--- src/design/power_event_map.vh ---
// Register map constants for the power event and interrupt block.
// Assumes byte addressing on a 32-bit APB with word-aligned registers.
`ifndef POWER_EVENT_MAP_VH
`define POWER_EVENT_MAP_VH

`define CONSTANT_LATENCY_TASK_OFF  12'h078
`define LOW_POWER_TASK_OFF         12'h07c
`define POWER_FAIL_WARN_EVENT_OFF  12'h108
`define SLEEP_ENTRY_EVENT_OFF      12'h114
`define SLEEP_EXIT_EVENT_OFF       12'h118
`define INT_ENABLE_SET_OFF         12'h304
`define INT_ENABLE_CLEAR_OFF       12'h308
`define LATENCY_MODE_OFF           12'h310

`define POWER_FAIL_WARNING_BIT     0
`define SLEEP_ENTRY_BIT            1
`define SLEEP_EXIT_A_BIT           2

`define EVENT_RESET                1'b0
`define ENABLE_RESET               3'h0
`define LATENCY_MODE_RESET         1'b0

`endif

--- src/design/power_event_irq_regs.v ---
// Power event and interrupt register bank on an APB slave.
// Assumes a 32-bit APB master and event pulses synchronous to pclk.
//
// Contract
// - Writing one to low_power_task selects variable-latency low-power mode
// - Writing one to constant_latency_task selects constant-latency mode
// - Power-fail warning event reads one once generated, else zero
// - Sleep-entry event sets when the processor enters sleep
// - Sleep-exit event reads one after the processor leaves sleep
// - Enable-set bit zero enables the power-fail warning interrupt
// - Enable-set bit one enables the sleep-entry interrupt
// - Enable-set bit two enables the sleep-exit interrupt
// - Enable-clear bit zero disables the power-fail warning interrupt
// - Enable-clear bit one disables the sleep-entry interrupt
// - Enable-clear bit two disables the sleep-exit interrupt
//
// Decided for this implementation: the APB register port.
`timescale 1ns/1ps
`include "power_event_map.vh"
module power_event_irq_regs #(
  parameter ADDR_WIDTH = 12
) (
  // Clock and reset
  input  wire                  pclk,
  input  wire                  presetn,
  // APB slave
  input  wire                  psel,
  input  wire                  penable,
  input  wire                  pwrite,
  input  wire [ADDR_WIDTH-1:0] paddr,
  input  wire [31:0]           pwdata,
  input  wire [3:0]            pstrb,
  output wire                  pready,
  output reg  [31:0]           prdata,
  output wire                  pslverr,
  // Event sources
  input  wire                  power_fail_warning,
  input  wire                  sleep_entry,
  input  wire                  sleep_exit_a,
  // Power mode and interrupt
  output reg                   low_power_mode,
  output wire                  irq
);

  wire       wr_phase;
  wire       rd_phase;
  wire       known;
  wire [2:0] enable_reg;
  wire       warn_flag;
  wire       entry_flag;
  wire       exit_flag;
  reg        low_power_mode_next;
  reg [31:0] prdata_next;

  // Address match at the register offsets
  function hit;
    input [ADDR_WIDTH-1:0] addr;
    input [11:0]           off;
    begin
      hit = (addr == off[ADDR_WIDTH-1:0]);
    end
  endfunction

  // Zero-wait slave; writes land at the access edge
  assign pready   = 1'b1;
  assign wr_phase = psel & penable & pwrite;
  assign rd_phase = psel & ~penable & ~pwrite;
  assign known = hit(paddr, `CONSTANT_LATENCY_TASK_OFF) |
                 hit(paddr, `LOW_POWER_TASK_OFF) |
                 hit(paddr, `POWER_FAIL_WARN_EVENT_OFF) |
                 hit(paddr, `SLEEP_ENTRY_EVENT_OFF) |
                 hit(paddr, `SLEEP_EXIT_EVENT_OFF) |
                 hit(paddr, `INT_ENABLE_SET_OFF) |
                 hit(paddr, `INT_ENABLE_CLEAR_OFF) |
                 hit(paddr, `LATENCY_MODE_OFF);
  // Unmapped addresses answer with an error, nothing changes
  assign pslverr  = psel & penable & ~known;

  // Event flags; the set beats a software write in the same cycle
  event_flag u_warn (
    .pclk     (pclk),
    .presetn  (presetn),
    .hw_set   (power_fail_warning),
    .sw_write (wr_phase & hit(paddr, `POWER_FAIL_WARN_EVENT_OFF)),
    .sw_value (pwdata[0]),
    .flag_reg (warn_flag)
  );

  event_flag u_entry (
    .pclk     (pclk),
    .presetn  (presetn),
    .hw_set   (sleep_entry),
    .sw_write (wr_phase & hit(paddr, `SLEEP_ENTRY_EVENT_OFF)),
    .sw_value (pwdata[0]),
    .flag_reg (entry_flag)
  );

  event_flag u_exit (
    .pclk     (pclk),
    .presetn  (presetn),
    .hw_set   (sleep_exit_a),
    .sw_write (wr_phase & hit(paddr, `SLEEP_EXIT_EVENT_OFF)),
    .sw_value (pwdata[0]),
    .flag_reg (exit_flag)
  );

  // Shared enable state for the set and clear views
  enable_bits #(
    .WIDTH (3)
  ) u_enable (
    .pclk        (pclk),
    .presetn     (presetn),
    .set_write   (wr_phase & hit(paddr, `INT_ENABLE_SET_OFF)),
    .clear_write (wr_phase & hit(paddr, `INT_ENABLE_CLEAR_OFF)),
    .wdata       (pwdata[2:0]),
    .enable_reg  (enable_reg)
  );

  // Interrupt is the OR of enabled events
  assign irq = (warn_flag  & enable_reg[`POWER_FAIL_WARNING_BIT]) |
               (entry_flag & enable_reg[`SLEEP_ENTRY_BIT]) |
               (exit_flag  & enable_reg[`SLEEP_EXIT_A_BIT]);

  // Mode selection; low power wins if both tasks could fire together
  always @* begin
    low_power_mode_next = low_power_mode;
    if (wr_phase && pwdata[0]) begin
      if (hit(paddr, `LOW_POWER_TASK_OFF)) begin
        low_power_mode_next = 1'b1;
      end else if (hit(paddr, `CONSTANT_LATENCY_TASK_OFF)) begin
        low_power_mode_next = 1'b0;
      end
    end
  end

  always @(posedge pclk or negedge presetn) begin
    if (!presetn) begin
      low_power_mode <= `LATENCY_MODE_RESET;
    end else begin
      low_power_mode <= low_power_mode_next;
    end
  end

  // Read data; task registers are write-only and read zero
  always @* begin
    prdata_next = 32'h0000_0000;
    if (hit(paddr, `POWER_FAIL_WARN_EVENT_OFF)) begin
      prdata_next[0] = warn_flag;
    end else if (hit(paddr, `SLEEP_ENTRY_EVENT_OFF)) begin
      prdata_next[0] = entry_flag;
    end else if (hit(paddr, `SLEEP_EXIT_EVENT_OFF)) begin
      prdata_next[0] = exit_flag;
    end else if (hit(paddr, `INT_ENABLE_SET_OFF) ||
                 hit(paddr, `INT_ENABLE_CLEAR_OFF)) begin
      prdata_next[2:0] = enable_reg;
    end else if (hit(paddr, `LATENCY_MODE_OFF)) begin
      prdata_next[0] = low_power_mode;
    end
  end

  // Capture in the setup cycle so data is stable in the access phase
  always @(posedge pclk or negedge presetn) begin
    if (!presetn) begin
      prdata <= 32'h0000_0000;
    end else if (rd_phase) begin
      prdata <= prdata_next;
    end
  end

endmodule // power_event_irq_regs

--- src/design/event_flag.v ---
// One sticky event flag: hardware sets, software writes to clear or set.
// Assumes the set pulse is synchronous to pclk.
`timescale 1ns/1ps
module event_flag (
  // Clock and reset
  input  wire pclk,
  input  wire presetn,
  // Hardware event and software write
  input  wire hw_set,
  input  wire sw_write,
  input  wire sw_value,
  // Flag state
  output reg  flag_reg
);

  // Hardware set wins over a software clear so no event is lost
  always @(posedge pclk or negedge presetn) begin
    if (!presetn) begin
      flag_reg <= 1'b0;
    end else if (hw_set) begin
      flag_reg <= 1'b1;
    end else if (sw_write) begin
      flag_reg <= sw_value;
    end
  end

endmodule // event_flag

--- src/design/enable_bits.v ---
// Shared interrupt enable state behind a write-one-set and
// write-one-clear register pair.
// Assumes the write strobes are single-cycle APB write phases.
`timescale 1ns/1ps
module enable_bits #(
  parameter WIDTH = 3
) (
  // Clock and reset
  input  wire             pclk,
  input  wire             presetn,
  // Write strobes with data
  input  wire             set_write,
  input  wire             clear_write,
  input  wire [WIDTH-1:0] wdata,
  // Enable state
  output reg  [WIDTH-1:0] enable_reg
);

  // Zeros in the written word leave the matching enable untouched
  always @(posedge pclk or negedge presetn) begin
    if (!presetn) begin
      enable_reg <= {WIDTH{1'b0}};
    end else if (set_write) begin
      enable_reg <= enable_reg | wdata;
    end else if (clear_write) begin
      enable_reg <= enable_reg & ~wdata;
    end
  end

endmodule // enable_bits

--- config.mk ---
export PLATFORM = sky130hd
export DESIGN_NAME = power_event_irq_regs
export DESIGN_NICKNAME = d
export VERILOG_FILES = /design/src/design/power_event_irq_regs.v /design/src/design/event_flag.v /design/src/design/enable_bits.v
export VERILOG_INCLUDE_DIRS = /design/src /design/src/design
export SDC_FILE = /design/constraint.sdc
export NUM_CORES = 1
export LEC_CHECK = 0
export BUFFER_PORTS_ARGS = -buffer_cell sky130_fd_sc_hd__buf_4
export CAP_MARGIN = 5
export CORE_UTILIZATION = 40
export DETAILED_ROUTE_END_ITERATION = 10
export MAX_ROUTING_LAYER = met4
export PLACE_DENSITY_LB_ADDON = 0.25
export SYNTH_ARGS = -nofsm -noshare
export SYNTH_HDL_FRONTEND = slang
export SYNTH_SLANG_ARGS = --single-unit
--- constraint.sdc ---
create_clock -name pclk -period 2 [get_ports pclk]
set_clock_uncertainty 0.15 [all_clocks]
set_input_delay 0.1 -clock pclk [delete_from_list [all_inputs] [get_ports pclk]]
set_output_delay 0.1 -clock pclk [all_outputs]
set_load 0.005 [all_outputs]
==> out/metrics.cfg <==
[power_and_ir_drop]
combinationalPowerShare = 0.231
power.internal_mw = 0.3679
swShare = 0.2656
leakage_nw = 0.5216
p_sw_mw = 0.1330
p_per_area_nw_per_um2 = 410.6
pwr-share-seq = 0.404
clkPwrFrac = 0.365
power_mw = 0.5009
irDropWorstVdd_mv = 0.4024

[synthesis]
synthArstFlopShare = 1.000
ys_ff_latch = 10
ys_top_cells_by_area = dfrtp_1 25%, buf_4 24%, o21ai_0 4.5%, nand3_1 4.0%, and4_1 2.6%
syn_area_um2 = 1011
synth_area_leader_cell = dfrtp_1
synth_most_common_cell = buf_4
synth_edf_count = 0
avgSynthCellArea_um2 = 8.496
synth_top_area_frac = 0.2475
yosys_most_used_dff = dfrtp_1
syn_inst = 119
synthTopCellsByCount = 32 x buf_4, 10 x dfrtp_1, 9 x o21ai_0
yosys_warnings = 0
seq_area_frac_synth = 0.2475
synth.distinct_cells = 40

[clocking]
cts.reportedPaths.clkPinSlew_ns = 0.07
cts_max_path_buffers = 2
cts_root_buf = clkbuf_4
htreeDepth = 1
post_cts_resized = 0
hold_buffers = 6
cts_tree = yes
post_cts_buffers = 0
cts.sinks = 10
cts-buffers-inserted = 3
clk_latency_ns = 0.27

[critical_path]
start_kind = input port
critPathBufInv = 2
required_ns = 2.00
path_delay_family = buffers and inverters
critPathArrivalTime_ns = 1.84
critPathCaptureType = flip-flop
critPathSlowestCell = dlygate4sd3_1
path_max_fanout = 7
worstPathCellList = buf_4 > nor4_1 > and4_1 > a21boi_1 > a311o_1 > dlygate4sd3_1
cpPeakStageDelay_ns = 0.55
critical_path_class = in2reg

[global_route]
antenna_found_initial = 0
overflow = 0
grt_usage = 0.1709
grt_pass1_vias = 785
grt_pass1_wl_um = 3415
grt_max_degree = 14

[die]
rows = 17
coreArea_um2 = 2297
io-pin-count = 92
start_util = 0.4401
die-area_um2 = 2733
fp.dieW_um = 52.28
die_h_um = 52.28

[layout]
final_nets = 210
num-fill-cells = 248
area_delta_synth_final_pct = 20.67
diodes = 0
drive_above_1_share = 0.2614

[routing]
vias = 896
first_iter_violations = 18
drtPass1Iterations = 6
drcViolationCount = 0
post_drt_via_cell_ratio = 4.950
wl_per_cell_um = 11.62
wirelength_um = 2103
antenna_left = 0

[timing]
fmax_ghz = 0.5456
period_needed_ns = 1.833
finalCritPeriodShare = 0.9165
setup_viol = 0
rsz0062_at_grt = no
setup_slack_ns = 0.1670
hold_slack_ns = 0.03189
finalHoldViolCount = 0
finalMaxSlewViolations = 0
fin_setup_tns_ns = 0

[outcome]
status = finished clean

[job]
max-cap-violations = 0

[placement]
dp_hpwl_um = 1714
port_buffers = 28
place_ws_ns = 0.4271
routabilityCongestion = 0.8248

[min_path]
hold_path.class = in2reg

[kinds of logic after synthesis]
group                  Yosys count  share of synthesized area
other                            2                   0.007429
AO/OA/AOI/OAI                   22                     0.1535
XOR/XNOR                         1                   0.008665
AND/OR/NAND/NOR                 44                     0.3008
flip-flops                      10                     0.2475
buffers and inverters           38                     0.2611
multiplexers                     2                    0.02104
[metrics by stage]
stage | cells | area [um^2] | util
6_report | 181 | 1220 | 0.5310
3_3_place_gp | 171 | 1124 | 0.4891
4_1_cts | 181 | 1220 | 0.5310
5_1_grt | 181 | 1220 | 0.5310
3_5_place_dp | 171 | 1124 | 0.4891
2_1_floorplan | 147 | 1116 | -
[power groups by stage]
| stage | registers (mW) | logic, mW | clock network [mW] |
|---|---|---|---|
| floorplan | 0.206 | 0.0947 | 0 |
| global route | 0.202 | 0.130 | 0.201 |
| global placement | 0.206 | 0.106 | 0 |
| detailed placement | 0.206 | 0.108 | 0 |
| finish | 0.202 | 0.116 | 0.183 |
| CTS | 0.202 | 0.115 | 0.188 |
[metal layers]
metal | track usage | part of all wire | wire (um) | vias to the layer above
met3 | 0.03478 | 0.066 | 138 | 2
met2 | 0.2778 | 0.48 | 1002 | 40
met5 | - | 0 | 0 | -
met4 | 0.03947 | 0.0067 | 14 | 0
li1 | - | - | - | 439
met1 | 0.2183 | 0.45 | 947 | 415
[layout make-up]
| cell class | instances | area [um^2] | area share |
|---|---|---|---|
| multi-input combinational | 99 | 601.8 | 0.4933 |
| timing repair buffer | 35 | 277.8 | 0.2277 |
| sequential | 10 | 250.2 | 0.2051 |
| clock buffer | 4 | 36.28 | 0.02974 |
| tap | 28 | 35.03 | 0.02872 |
| inverter | 5 | 18.77 | 0.01538 |
[worst paths after layout]
path	start	endpoint	slack [ns]	cells past startpoint
worst min register to register	prdata[0]$_DFFE_PN0P_	prdata[0]$_DFFE_PN0P_	0.34	2
max in group asynchronous	presetn	asynchronous set/reset pin	1.52	2
worst max-delay path	paddr[10]	u_entry.flag_reg$_DFFE_PN0P_	0.17	6
worst min-delay path	paddr[2]	low_power_mode$_DFFE_PN0P_	0.03	2
min in group asynchronous	presetn	prdata[0]$_DFFE_PN0P_	0.04	2
worst max register to register	u_entry.flag_reg$_DFFE_PN0P_	u_entry.flag_reg$_DFFE_PN0P_	0.32	3
[cell usage in the layout (no fill, tap or decap), types with 2 or more instances in the layout]
| cell type | Yosys | final |
|---|---|---|
| a222oi_1 | 2 | 2 |
| or3_1 | 3 | 3 |
| and2b_1 | 2 | 2 |
| o21ai_0 | 9 | 9 |
| nor2_1 | 3 | 3 |
| and4_1 | 3 | 3 |
| nand4_1 | 3 | 3 |
| o41ai_1 | 2 | 2 |
| buf_4 | 32 | 29 |
| inv_1 | 5 | 5 |
| dfrtp_1 | 10 | 10 |
| or2b_1 | 2 | 2 |
| nand2b_1 | 3 | 3 |
| conb_1 | 2 | 30 |
| nand3b_1 | 2 | 2 |
| nor3b_1 | 3 | 3 |
| clkbuf_4 | 0 | 3 |
| nand3_1 | 8 | 8 |
| dlygate4sd3_1 | 0 | 6 |
| nand2_1 | 3 | 3 |
No activity file was read; power rests on OpenSTA's default activity.
